[config.mk]
export PLATFORM = sky130hd
export DESIGN_NAME = gdc_top
export DESIGN_NICKNAME = d
export VERILOG_FILES = /design/src/core/gdc_pkg.sv /design/src/core/gdc_boost_clkgen.sv /design/src/core/gdc_top.sv
export SDC_FILE = /design/constraint.sdc
export NUM_CORES = 1
export LEC_CHECK = 0
export ABC_AREA = 1
export BUFFER_PORTS_ARGS = -buffer_cell sky130_fd_sc_hd__buf_2
export CORE_UTILIZATION = 45
export DETAILED_ROUTE_END_ITERATION = 12
export GPL_TIMING_DRIVEN = 0
export PLACE_DENSITY = 0.7
export SYNTH_ARGS = -nofsm -noshare
export SYNTH_HDL_FRONTEND = slang
export SYNTH_SLANG_ARGS = --single-unit
[constraint.sdc]
create_clock -name mclk_i -period 7.6 [get_ports mclk_i]
set_input_delay 0.76 -clock mclk_i [delete_from_list [all_inputs] [get_ports mclk_i]]
set_output_delay 0.76 -clock mclk_i [all_outputs]
set_load 0.005 [all_outputs]
[src/core/gdc_pkg.sv]
// Package with register map, field layout and divider tables for the gate-drive config block
package gdc_pkg;
  localparam int unsigned ADDR_W = 4;
  // Register byte offsets
  localparam logic [ADDR_W-1:0] BOOST_CLOCK_CONTROL_OFS = 4'h0;
  localparam logic [ADDR_W-1:0] BOOST_CURRENT_LIMIT_OFS = 4'h4;
  localparam logic [ADDR_W-1:0] PHASE_VOLTAGE_SELECT_OFS = 4'h8;
  localparam logic [ADDR_W-1:0] SENSE_AMP_OFFSET_TRIM_OFS = 4'hC;
  localparam logic [ADDR_W-1:0] CONTROL_OFS = 4'h0;
  // Field positions
  localparam int unsigned DIV_LSB = 2;
  localparam int unsigned DIV_MSB = 6;
  localparam int unsigned DUTY_LSB = 0;
  localparam int unsigned DUTY_MSB = 1;
  localparam int unsigned AMP1_LSB = 4;
  localparam int unsigned AMP1_MSB = 6;
  localparam int unsigned AMP0_LSB = 0;
  localparam int unsigned AMP0_MSB = 2;
  localparam int unsigned PHSEL_MSB = 1;
  // Reset values (not documented)
  localparam logic [7:0] REG_RESET = 8'h00;
  localparam logic [1:0] PHSEL_RESET = 2'h0;
  // Duty codes
  localparam logic [1:0] DUTY_75 = 2'h3;
  // Phase select codes
  localparam logic [1:0] PH_SUPPLY = 2'h0;
  localparam logic [1:0] PH_ZERO = 2'h1;
  localparam logic [1:0] PH_ONE = 2'h2;
  // Divider minimum and threshold for lower codes, table for upper half of divider codes
  localparam int unsigned DIV_LOW_MIN = 4;
  localparam int unsigned DIV_LOW_THRESH = 6;
  localparam logic [9:0] DIV_HIGH_TABLE [16] = '{
    10'h010, 10'h018, 10'h020, 10'h030, 10'h040, 10'h060, 10'h064, 10'h080,
    10'h0C0, 10'h0C8, 10'h100, 10'h180, 10'h190, 10'h200, 10'h300, 10'h320};
  // AXI responses
  localparam logic [1:0] RESP_OKAY = 2'h0;
  localparam logic [1:0] RESP_SLVERR = 2'h2;
  typedef enum logic [1:0] {PH_SRC_SUPPLY, PH_SRC_ZERO, PH_SRC_ONE, PH_SRC_NONE} gdc_phsrc_e;
endpackage

[src/core/gdc_boost_clkgen.sv]
// Boost converter clock generator: programmable divider with duty select
`timescale 1ns/1ps
module gdc_boost_clkgen #(
  parameter int unsigned CNT_W = 10
) (
  input wire logic mclk_i,
  input wire logic rst_i,
  input wire logic ce_i,
  input wire logic enable_i,
  input wire logic [4:0] div_sel_i,
  input wire logic [1:0] duty_sel_i,
  output logic boost_clk_o
);
  logic [CNT_W-1:0] ratio;
  logic [CNT_W-1:0] high_cnt;
  logic [CNT_W-1:0] cnt_q;
  logic clk_q;

  always_comb begin
    if (div_sel_i[4]) begin
      ratio = CNT_W'(gdc_pkg::DIV_HIGH_TABLE[div_sel_i[3:0]]);
    end else if (div_sel_i[3:1] < 3'(gdc_pkg::DIV_LOW_THRESH / 2)) begin
      ratio = CNT_W'(gdc_pkg::DIV_LOW_MIN);
    end else begin
      ratio = CNT_W'(div_sel_i[3:0] & 4'hE);
    end
    if (div_sel_i[4] && duty_sel_i == gdc_pkg::DUTY_75) begin
      high_cnt = CNT_W'((ratio * 3) >> 2);
    end else begin
      high_cnt = ratio >> 1;
    end
  end

  always_ff @(posedge mclk_i) begin
    if (rst_i) begin
      cnt_q <= '0;
      clk_q <= 1'b0;
    end else if (ce_i) begin
      if (!enable_i) begin
        // Parked at the wrap point so the first high phase is full
        cnt_q <= ratio - 1'b1;
        clk_q <= 1'b0;
      end else begin
        cnt_q <= (cnt_q >= ratio - 1'b1) ? '0 : cnt_q + 1'b1;
        clk_q <= ((cnt_q >= ratio - 1'b1) ? '0 : cnt_q + 1'b1) < high_cnt;
      end
    end
  end

  assign boost_clk_o = clk_q;
endmodule

[src/core/gdc_top.sv]
// Gate-drive boost clock, current limit, phase mux and sense offset registers
`timescale 1ns/1ps
// Overview of operation
// - Boost clock and current limit registers always readable, writable only when unlocked
// - Five-bit divider select at bits 6..2 sets boost clock ratio
// - Codes up to 00101 divide by 4, then twice upper four bits
// - Codes 10000..11111 divide by 16 through 800 per table
// - Duty select at bits 1..0; divider msb zero forces 50% duty
// - With divider msb set, duty 00/10 give 50%, 11 gives 75%
// - Current limit setting held and driven to analog boost circuitry
// - Phase select written to buffer, moved to active on reload-ok and reload
// - Reading phase select returns buffered value, not active one
// - Active select routes supply/12, phase zero/6 or phase one/6 to ADC
// - Phase select and offset trim registers writable regardless of lock
// - Two three-bit offset trims: bits 6..4 amp one, 2..0 amp zero
// - Offset codes map to zero, positive and negative millivolt steps
module gdc_top (
  input wire logic mclk_i,
  input wire logic rst_i,
  input wire logic ce_i,
  input wire logic config_write_lock_i,
  input wire logic boost_enable_bit_i,
  input wire logic pwm_reload_ok_i,
  input wire logic pwm_reload_i,
  input wire logic [3:0] s_axi_awaddr,
  input wire logic s_axi_awvalid,
  output logic s_axi_awready,
  input wire logic [31:0] s_axi_wdata,
  input wire logic [3:0] s_axi_wstrb,
  input wire logic s_axi_wvalid,
  output logic s_axi_wready,
  output logic [1:0] s_axi_bresp,
  output logic s_axi_bvalid,
  input wire logic s_axi_bready,
  input wire logic [3:0] s_axi_araddr,
  input wire logic s_axi_arvalid,
  output logic s_axi_arready,
  output logic [31:0] s_axi_rdata,
  output logic [1:0] s_axi_rresp,
  output logic s_axi_rvalid,
  input wire logic s_axi_rready,
  output logic boost_clk_o,
  output logic [7:0] boost_current_limit_o,
  output logic [1:0] phase_volt_select_o,
  output logic sel_bridge_supply_pin_o,
  output logic sel_phase_zero_pin_o,
  output logic sel_phase_one_pin_o,
  output logic [2:0] amp_one_offset_trim_o,
  output logic [2:0] amp_zero_offset_trim_o,
  output logic signed [4:0] amp_one_offset_step_o,
  output logic signed [4:0] amp_zero_offset_step_o
);
  logic lock_s1_q;
  logic lock_q;
  logic [7:0] clk_ctrl_q;
  logic [7:0] bcl_q;
  logic [1:0] ph_buf_q;
  logic [1:0] ph_act_q;
  logic [7:0] cso_q;
  logic aw_hold_q;
  logic w_hold_q;
  logic [3:0] awaddr_q;
  logic [31:0] wdata_q;
  logic wstrb0_q;
  logic bvalid_q;
  logic [1:0] bresp_q;
  logic rvalid_q;
  logic [31:0] rdata_q;
  logic [1:0] rresp_q;
  logic wr_fire;
  logic [3:0] wr_addr;
  logic [7:0] wr_byte;
  logic wr_en;
  logic wr_hit;
  logic [7:0] rd_byte;
  logic rd_hit;
  gdc_pkg::gdc_phsrc_e ph_src;
  logic sel_sup_q;
  logic sel_zero_q;
  logic sel_one_q;
  logic signed [4:0] step_one_q;
  logic signed [4:0] step_zero_q;

  // Lock level arrives from another block's pin
  always_ff @(posedge mclk_i) begin
    if (rst_i) begin
      lock_s1_q <= 1'b0;
      lock_q <= 1'b0;
    end else if (ce_i) begin
      lock_s1_q <= config_write_lock_i;
      lock_q <= lock_s1_q;
    end
  end

  // Write channel capture, either order
  assign s_axi_awready = ce_i && !aw_hold_q && !bvalid_q;
  assign s_axi_wready = ce_i && !w_hold_q && !bvalid_q;

  always_ff @(posedge mclk_i) begin
    if (rst_i) begin
      aw_hold_q <= 1'b0;
      awaddr_q <= '0;
    end else if (ce_i) begin
      if (s_axi_awvalid && s_axi_awready) begin
        aw_hold_q <= 1'b1;
        awaddr_q <= s_axi_awaddr;
      end else if (wr_fire) begin
        aw_hold_q <= 1'b0;
      end
    end
  end

  always_ff @(posedge mclk_i) begin
    if (rst_i) begin
      w_hold_q <= 1'b0;
      wdata_q <= '0;
      wstrb0_q <= 1'b0;
    end else if (ce_i) begin
      if (s_axi_wvalid && s_axi_wready) begin
        w_hold_q <= 1'b1;
        wdata_q <= s_axi_wdata;
        wstrb0_q <= s_axi_wstrb[0];
      end else if (wr_fire) begin
        w_hold_q <= 1'b0;
      end
    end
  end

  assign wr_fire = aw_hold_q && w_hold_q && !bvalid_q;
  assign wr_addr = {awaddr_q[3:2], 2'b00};
  assign wr_byte = wdata_q[7:0];
  assign wr_en = wr_fire && wstrb0_q;

  always_comb begin
    case (wr_addr)
      gdc_pkg::BOOST_CLOCK_CONTROL_OFS,
      gdc_pkg::BOOST_CURRENT_LIMIT_OFS,
      gdc_pkg::PHASE_VOLTAGE_SELECT_OFS,
      gdc_pkg::SENSE_AMP_OFFSET_TRIM_OFS: wr_hit = 1'b1;
      default: wr_hit = 1'b0;
    endcase
  end

  always_ff @(posedge mclk_i) begin
    if (rst_i) begin
      bvalid_q <= 1'b0;
    end else if (ce_i) begin
      if (wr_fire) begin
        bvalid_q <= 1'b1;
      end else if (s_axi_bready) begin
        bvalid_q <= 1'b0;
      end
    end
  end

  // Response code kept until the next write
  always_ff @(posedge mclk_i) begin
    if (rst_i) begin
      bresp_q <= gdc_pkg::RESP_OKAY;
    end else if (ce_i && wr_fire) begin
      bresp_q <= wr_hit ? gdc_pkg::RESP_OKAY : gdc_pkg::RESP_SLVERR;
    end
  end

  assign s_axi_bvalid = bvalid_q;
  assign s_axi_bresp = bresp_q;

  // locked clock control, field layout kept
  always_ff @(posedge mclk_i) begin
    if (rst_i) begin
      clk_ctrl_q <= gdc_pkg::REG_RESET;
    end else if (ce_i && wr_en && !lock_q) begin
      if (wr_addr == gdc_pkg::BOOST_CLOCK_CONTROL_OFS) begin
        clk_ctrl_q <= {1'b0, wr_byte[gdc_pkg::DIV_MSB:gdc_pkg::DUTY_LSB]};
      end
    end
  end

  always_ff @(posedge mclk_i) begin
    if (rst_i) begin
      bcl_q <= gdc_pkg::REG_RESET;
    end else if (ce_i && wr_en && !lock_q) begin
      if (wr_addr == gdc_pkg::BOOST_CURRENT_LIMIT_OFS) begin
        bcl_q <= wr_byte;
      end
    end
  end

  always_ff @(posedge mclk_i) begin
    if (rst_i) begin
      ph_buf_q <= gdc_pkg::PHSEL_RESET;
    end else if (ce_i && wr_en) begin
      if (wr_addr == gdc_pkg::PHASE_VOLTAGE_SELECT_OFS) begin
        ph_buf_q <= wr_byte[gdc_pkg::PHSEL_MSB:0];
      end
    end
  end

  always_ff @(posedge mclk_i) begin
    if (rst_i) begin
      cso_q <= gdc_pkg::REG_RESET;
    end else if (ce_i && wr_en) begin
      if (wr_addr == gdc_pkg::SENSE_AMP_OFFSET_TRIM_OFS) begin
        cso_q <= {1'b0, wr_byte[gdc_pkg::AMP1_MSB:gdc_pkg::AMP1_LSB], 1'b0,
                  wr_byte[gdc_pkg::AMP0_MSB:gdc_pkg::AMP0_LSB]};
      end
    end
  end

  always_ff @(posedge mclk_i) begin
    if (rst_i) begin
      ph_act_q <= gdc_pkg::PHSEL_RESET;
    end else if (ce_i && pwm_reload_ok_i && pwm_reload_i) begin
      ph_act_q <= ph_buf_q;
    end
  end

  // Read path; buffered readback
  always_comb begin
    rd_hit = 1'b1;
    case ({s_axi_araddr[3:2], 2'b00})
      gdc_pkg::BOOST_CLOCK_CONTROL_OFS: rd_byte = clk_ctrl_q;
      gdc_pkg::BOOST_CURRENT_LIMIT_OFS: rd_byte = bcl_q;
      gdc_pkg::PHASE_VOLTAGE_SELECT_OFS: rd_byte = {6'h00, ph_buf_q};
      gdc_pkg::SENSE_AMP_OFFSET_TRIM_OFS: rd_byte = cso_q;
      default: begin
        rd_byte = 8'h00;
        rd_hit = 1'b0;
      end
    endcase
  end

  assign s_axi_arready = ce_i && !rvalid_q;

  always_ff @(posedge mclk_i) begin
    if (rst_i) begin
      rvalid_q <= 1'b0;
    end else if (ce_i) begin
      if (s_axi_arvalid && !rvalid_q) begin
        rvalid_q <= 1'b1;
      end else if (s_axi_rready) begin
        rvalid_q <= 1'b0;
      end
    end
  end

  // Read data captured as the address is taken
  always_ff @(posedge mclk_i) begin
    if (rst_i) begin
      rdata_q <= '0;
      rresp_q <= gdc_pkg::RESP_OKAY;
    end else if (ce_i && s_axi_arvalid && !rvalid_q) begin
      rdata_q <= {24'h00_0000, rd_byte};
      rresp_q <= rd_hit ? gdc_pkg::RESP_OKAY : gdc_pkg::RESP_SLVERR;
    end
  end

  assign s_axi_rvalid = rvalid_q;
  assign s_axi_rdata = rdata_q;
  assign s_axi_rresp = rresp_q;

  // routing of the select about to become active
  always_comb begin
    case (ph_buf_q)
      gdc_pkg::PH_SUPPLY: ph_src = gdc_pkg::PH_SRC_SUPPLY;
      gdc_pkg::PH_ZERO: ph_src = gdc_pkg::PH_SRC_ZERO;
      gdc_pkg::PH_ONE: ph_src = gdc_pkg::PH_SRC_ONE;
      default: ph_src = gdc_pkg::PH_SRC_NONE;
    endcase
  end

  // pin selects registered together with the active select
  always_ff @(posedge mclk_i) begin
    if (rst_i) begin
      sel_sup_q <= gdc_pkg::PHSEL_RESET == gdc_pkg::PH_SUPPLY;
      sel_zero_q <= gdc_pkg::PHSEL_RESET == gdc_pkg::PH_ZERO;
      sel_one_q <= gdc_pkg::PHSEL_RESET == gdc_pkg::PH_ONE;
    end else if (ce_i && pwm_reload_ok_i && pwm_reload_i) begin
      sel_sup_q <= ph_src == gdc_pkg::PH_SRC_SUPPLY;
      sel_zero_q <= ph_src == gdc_pkg::PH_SRC_ZERO;
      sel_one_q <= ph_src == gdc_pkg::PH_SRC_ONE;
    end
  end

  assign phase_volt_select_o = ph_act_q;
  assign sel_bridge_supply_pin_o = sel_sup_q;
  assign sel_phase_zero_pin_o = sel_zero_q;
  assign sel_phase_one_pin_o = sel_one_q;

  assign boost_current_limit_o = bcl_q;
  assign amp_one_offset_trim_o = cso_q[gdc_pkg::AMP1_MSB:gdc_pkg::AMP1_LSB];
  assign amp_zero_offset_trim_o = cso_q[gdc_pkg::AMP0_MSB:gdc_pkg::AMP0_LSB];

  function automatic logic signed [4:0] offset_step(input logic [2:0] code);
    logic signed [4:0] s;
    s = 5'sd0;
    case (code)
      3'h1: s = 5'sd1;
      3'h2: s = 5'sd2;
      3'h3: s = 5'sd3;
      3'h5: s = -5'sd3;
      3'h6: s = -5'sd2;
      3'h7: s = -5'sd1;
      default: s = 5'sd0;
    endcase
    return s;
  endfunction

  // steps registered as the trims are written
  always_ff @(posedge mclk_i) begin
    if (rst_i) begin
      step_one_q <= '0;
      step_zero_q <= '0;
    end else if (ce_i && wr_en) begin
      if (wr_addr == gdc_pkg::SENSE_AMP_OFFSET_TRIM_OFS) begin
        step_one_q <= offset_step(wr_byte[gdc_pkg::AMP1_MSB:gdc_pkg::AMP1_LSB]);
        step_zero_q <= offset_step(wr_byte[gdc_pkg::AMP0_MSB:gdc_pkg::AMP0_LSB]);
      end
    end
  end

  assign amp_one_offset_step_o = step_one_q;
  assign amp_zero_offset_step_o = step_zero_q;

  gdc_boost_clkgen #(
    .CNT_W(10)
  ) u_clkgen (
    .mclk_i(mclk_i),
    .rst_i(rst_i),
    .ce_i(ce_i),
    .enable_i(boost_enable_bit_i),
    .div_sel_i(clk_ctrl_q[gdc_pkg::DIV_MSB:gdc_pkg::DIV_LSB]),
    .duty_sel_i(clk_ctrl_q[gdc_pkg::DUTY_MSB:gdc_pkg::DUTY_LSB]),
    .boost_clk_o(boost_clk_o)
  );
endmodule

# == Word level (Yosys, flattened, before mapping) ==
# Memory sizes are Yosys's and may differ from the RTL's.
# Cells that the tools add are included.
# W data, S select, Z words.
# op_classes
add_sub_neg,2
multipliers,1
order_cmp,4
eq_ne,23
mux,21
n_bitwise,1
reduce_logical,43
# ops
op,n
$mux W10,6
$pmux W5 S6,2
$pmux W8 S4,1
$reduce_and A2 Y1,10
$logic_and A1 B1 Y1,19
$eq A3 B3 Y1 const B,6
$eq A2 B2 Y1 const B,7
$eq A3 B2 Y1 const B,4
$mul A10 B2 Y12 const B,1
$add A10 B1 Y10 const B,1
$ge A10 B10 Y1,1
$lt A10 B10 Y1,1
$sub A10 B1 Y10 const B,1
$mux W1,9
$eq A2 B1 Y1 const B,4
$reduce_bool A2 Y1,4
$eq A3 B1 Y1 const B,2
$logic_not A2 Y1,3
$pmux W2 S3,1
$ge A5 B5 Y1 const B,1
$logic_not A1 Y1,5
$not A4 Y5,1
$logic_not A4 Y1,1
$mux W4,1
3 further kinds,3
# totals
reg_bits,78
mem_bits_ro,160
in_bits,56
output_inout_bits,71
word_cells,119
mem_count,1
# mem_list
name,words,width,read_ports,rd_clocked_by_memory_dff,wr,line,source
(name not given),16,10,1,0,0,gdc_boost_clkgen.sv:21,ratio = CNT_W'(gdc_pkg::DIV_HIGH_TABLE[div_sel_i[3:0]]);

# == Depth between registers and ports, before layout ==
# depth
depth_word,10
mapped_depth,27
depth_no_buf,27

# == Modules after synthesis ==
# A second synthesis with hierarchy kept.
# unflattened
hier_cells,714
hier_area_um2,4848.4
# by_module_without_submodules
module,n_inst,cells_per_inst,area_each_um2,seq_area_each_um2
gdc_top,1,367,2656.3,1201.2
gdc_boost_clkgen,1,347,2192.1,220.2

# == Least setup slack after synthesis ==
# Ideal clock, no wire load.
# synth_timing
kind,reg2reg
startpoint,register clk_ctrl_q[2]
endpoint,"register u_clkgen.clk_q, in the netlist u_clkgen.boost_clk_o"
setup_time_ps,71
arrival_time_ps,3914
required_ps,7529
setup_slack_ps,3615
path_stages_with_launch,23
n_path_buf,0
synth_period_minus_slack_ps,3985
cell_sequence,dfxtp_1 -> inv_1 -> ha_1 -> o2111ai_1 -> o21ai_0 -> inv_1 -> ha_1 -> a21boi_0 -> nand2_1 -> xor2_1 -> inv_1 -> ha_1 -> nand2_1 -> nand2_1 -> a21oi_1 -> nand3_2 -> nor3b_1 -> ha_1 -> a211oi_1 -> o21ai_0 -> a21oi_1 -> nand2_1 -> a21oi_1
# synth_between
elab_chain_len,10
elab_cells_between_ends,12
cone_classes,add/sub (1); mul (1); order compare (2); mux (6); bitwise (1); memory (1)
# synth_lines
element,line,source
"start, declared",gdc_top.sv:55,logic [7:0] clk_ctrl_q;
"start signal, assigned",gdc_top.sv:171,clk_ctrl_q <= gdc_pkg::REG_RESET;
"start signal, assigned",gdc_top.sv:174,"clk_ctrl_q <= {1'b0, wr_byte[gdc_pkg::DIV_MSB:gdc_pkg::DUTY_LSB]};"
$not A4 Y5 (not written as such) (*),gdc_boost_clkgen.sv:21,
$mem_v2 Z16 W10 (*),--,
$mux W10 (not written as such) (*) (2 in series),gdc_boost_clkgen.sv:21,
$mux W10 (*),gdc_boost_clkgen.sv:20,if (div_sel_i[4]) begin
branches (longest 3 deep; another with $mul A10 B2 Y12),--,
$lt A10 B10 Y1 (*),gdc_boost_clkgen.sv:45,clk_q <= ((cnt_q >= ratio - 1'b1) ? '0 : cnt_q + 1'b1) < high_cnt;
$mux W1 (*),gdc_boost_clkgen.sv:39,if (!enable_i) begin
"end signal, assigned",gdc_boost_clkgen.sv:45,
"end, declared",gdc_boost_clkgen.sv:17,logic clk_q;
# Every way passes the cells marked *. The select of a mux whose other input is x is not followed.
# A chain may end at the register's enable or synchronous reset.

# == Final worst setup path ==
# Ends and elaborated chain as after synthesis.

==> flow_metrics.tcl <==
set metrics [dict create \
    grt.busiest_layer "met2" \
    fin_skew_ns 0.01414 \
    dr.pass1.iters 5 \
    clk_pin_slew_ns 0.08 \
    seqCellArea_sq_mm 0.001421 \
    ant_nets 0 \
    power_density_mw_per_mm2 146.0 \
    numPortBuffers 68 \
    finalInstanceArea_sq_mm 0.005390 \
    crit_required_ns 7.87 \
    tns_ns 0 \
    cts_hold_repair.buffers 0 \
    relSlewSlack_pct 40.68 \
    synth_edf_count 0 \
    slowest_stage "dfxtp_1" \
    synth_largest_area_cell "dfxtp_1" \
    io_pins 127 \
    fp.dieW_um 102.9 \
    cts.sinks 71 \
    use_met2_pct 40.00 \
    grt_overflow_total 0 \
    die_h_um 102.9 \
    slowest_delay_ns 0.49 \
    final_common_cell "nand2_1" \
    post-route-util_pct 54.89 \
    p_comb_share_pct 9.8 \
    first_iter_violations 176 \
    tightest_slew_ns 0.8831 \
    setup_ws_ns 2.634 \
    fmax_mhz 201.4 \
    crit_buf_inv 3 \
    power.internal_uw 577.6 \
    end_kind "register" \
    area_growth_pct 17.70 \
    cts_htree_levels 3 \
    drc 0 \
    grt_start_max_net_pins 14 \
    drt-vias-per-instance 4.978 \
    grt_pass1_wl_mm 19.20 \
    cts_made_buffers 9 \
    synth_flop_cell "dfxtp_1" \
    rows 36 \
    crit_path_max_fanout 9 \
    n_antenna_cell 0 \
    max-cap-violations 0 \
    cp_cell_sequence "inv_1 > ha_1 > o2111ai_1 > o21ai_0 > inv_1 > ha_1 > a21boi_0 > nand2_1 > xor2_1 > inv_1 > ha_1 > nand2_1 > nand2_1 > a21oi_1 > nand3_2 > nor3b_1 > ha_1 > a211oi_1 > o21ai_0 > a21oi_1 > nand2_1 > a21oi_1" \
    yosysWarnings 0 \
    worstSetupPathType "reg2reg" \
    synth_top_area_share_pct 31.04 \
    start_util_pct 46.64 \
    vias 4525 \
    ir_drop_uv 103.2 \
    drive_gt1_share_pct 17.40 \
    clock_latency_ns 0.35 \
    cts-root-buf "clkbuf_8" \
    setup_viol 0 \
    final_cell_mix "153 x nand2_1, 76 x inv_1, 71 x buf_2, 71 x dfxtp_1, 66 x a21oi_1" \
    async_reset_ff_share_pct 0 \
    syn-instance-count 666 \
    gr-usage-met1_pct 29.75 \
    path_delay_family "compound AO/OA/AOI/OAI gates" \
    cts_resized 0 \
    antenna_found_initial 0 \
    synth.distinct_cells 39 \
    grt_util_met3_pct 4.746 \
    coreArea_sq_mm 0.009819 \
    clockBufferDepth 2 \
    dpl.hpwl_mm 9.257 \
    synth_area_leaders "dfxtp_1 31%, nand2_1 13%, ha_1 12%" \
    drv_slew 0 \
    placed_cell_area_sq_mm 0.005184 \
    synth_seq_cells 71 \
    postCtsSetupBuffers 0 \
    p_seq_share_pct 49.7 \
    wl_per_cell_um 12.86 \
    power.share.clock_pct 40.5 \
    rsz0062_at_grt "false" \
    finalWirelength_mm 11.69 \
    cp-start-kind "register" \
    multi_input_comb_area_sq_mm 0.002636 \
    ys_seq_area_share_pct 31.04 \
    p_leak_nw 2.650 \
    nFillCells 1009 \
    place_congestion 0.8720 \
    post-route-period-util_pct 65.35 \
    track_usage_pct 23.38 \
    switching_share_pct 26.63 \
    cts_tree "yes" \
    syn_area_sq_mm 0.004579 \
    layout.nets 871 \
    grt_pass1_vias 4059 \
    status "finished clean" \
    die_area_sq_mm 0.01058 \
    syn_area_per_cell_sq_um 6.876 \
    period_needed_ns 4.966 \
    min_path_type "reg2reg" \
    post-place-ws_ns 2.687 \
    switchingPower_uw 209.6 \
    cp.arrival_ns 5.24 \
    finalHoldViolations 0 \
]
registers in the layout, summed over array words and instances, names as in the netlist, 2 cells and up:
| register | cells |
|---|---|
| amp_zero_offset_step_o | 3 |
| awaddr_q | 2 |
| clk_ctrl_q | 7 |
| boost_current_limit_o | 8 |
| s_axi_rdata | 8 |
| wdata_q | 8 |
| u_clkgen.cnt_q | 10 |
| cso_q | 6 |
| phase_volt_select_o | 2 |
| ph_buf_q | 2 |
| amp_one_offset_step_o | 3 |
power by group through the flow:
stage	clock network, mW	registers [mW]	logic, mW
final	0.319	0.391	0.0770
after floorplan	0	0.397	0.0512
after global placement	0	0.399	0.0752
after CTS	0.325	0.391	0.0766
after global routing	0.346	0.393	0.0876
after detailed placement	0	0.400	0.0763
per-layer routing:
metal / up-vias / part of all wire, %
li1: 2332 / -
met1: 2035 / 44
met2: 143 / 48
met3: 15 / 6.4
met4: 0 / 1.5
met5: - / 0
final timing paths:
kind | start | to | slack (ns) | cells past startpoint
worst min-delay path | boost_current_limit_o[2] | boost_current_limit_o[2] | 0.46 | 2
worst max register to register | clk_ctrl_q[2] | u_clkgen.boost_clk_o | 2.63 | 22
worst max-delay path | clk_ctrl_q[2] | u_clkgen.boost_clk_o | 2.63 | 22
worst min register to register | boost_current_limit_o[2] | boost_current_limit_o[2] | 0.46 | 2
tightest hold or removal path, cell delays in order, from the launching register on:
cell	delay [ns]
dfxtp_1	0.32
inv_1	0.05
a21oi_1	0.05
metrics by stage:
step,hold WS (ns),instances,power (mW)
4_1_cts,0.4662,909,0.7929
2_1_floorplan,0.4371,692,0.4484
5_1_grt,0.4799,909,0.8261
3_3_place_gp,0.4332,893,0.4743
6_report,0.4643,909,0.7872
3_5_place_dp,0.4498,893,0.4758
Yosys cell counts (2+ instances only):
master    count
a21o_1        2
buf_2         3
a21oi_1      66
nor2_2        2
or2_2         2
a41oi_1       2
nand2_2       3
a211oi_1      2
dfxtp_1      71
o211ai_1      3
a31oi_1       6
o21ai_0      52
clkbuf_1     12
ha_1         44
nor3_1        6
inv_1        76
nand3_1      37
o22ai_1       2
buf_4        31
inv_2         4
nor2_1       55
buf_6         2
nand4_1       7
nand3_2       2
xor2_1        8
nand2_1     153
area by class of cell:
class	instances	share of cell area [%]
Inverter	81	5.641
Buffer	48	5.850
Timing Repair Buffer	68	6.314
Multi-Input combinational cell	492	48.91
Sequential cell	71	26.37
Tap cell	133	3.087
Clock inverter	5	1.207
Clock buffer	11	2.623
logic make-up (layout without fill, tap and decap cells):
kind of cell,Yosys count,in the layout,synth area share (%)
adder cells (fa/ha/maj),44,44,12.02
buffers and inverters,129,213,13.52
AND/OR/NAND/NOR,269,269,24.51
flip-flops,71,71,31.04
XOR/XNOR,9,9,1.721
AO/OA/AOI/OAI,143,143,17.10
other,1,27,0.08189
(Power assumes the default switching activity.)
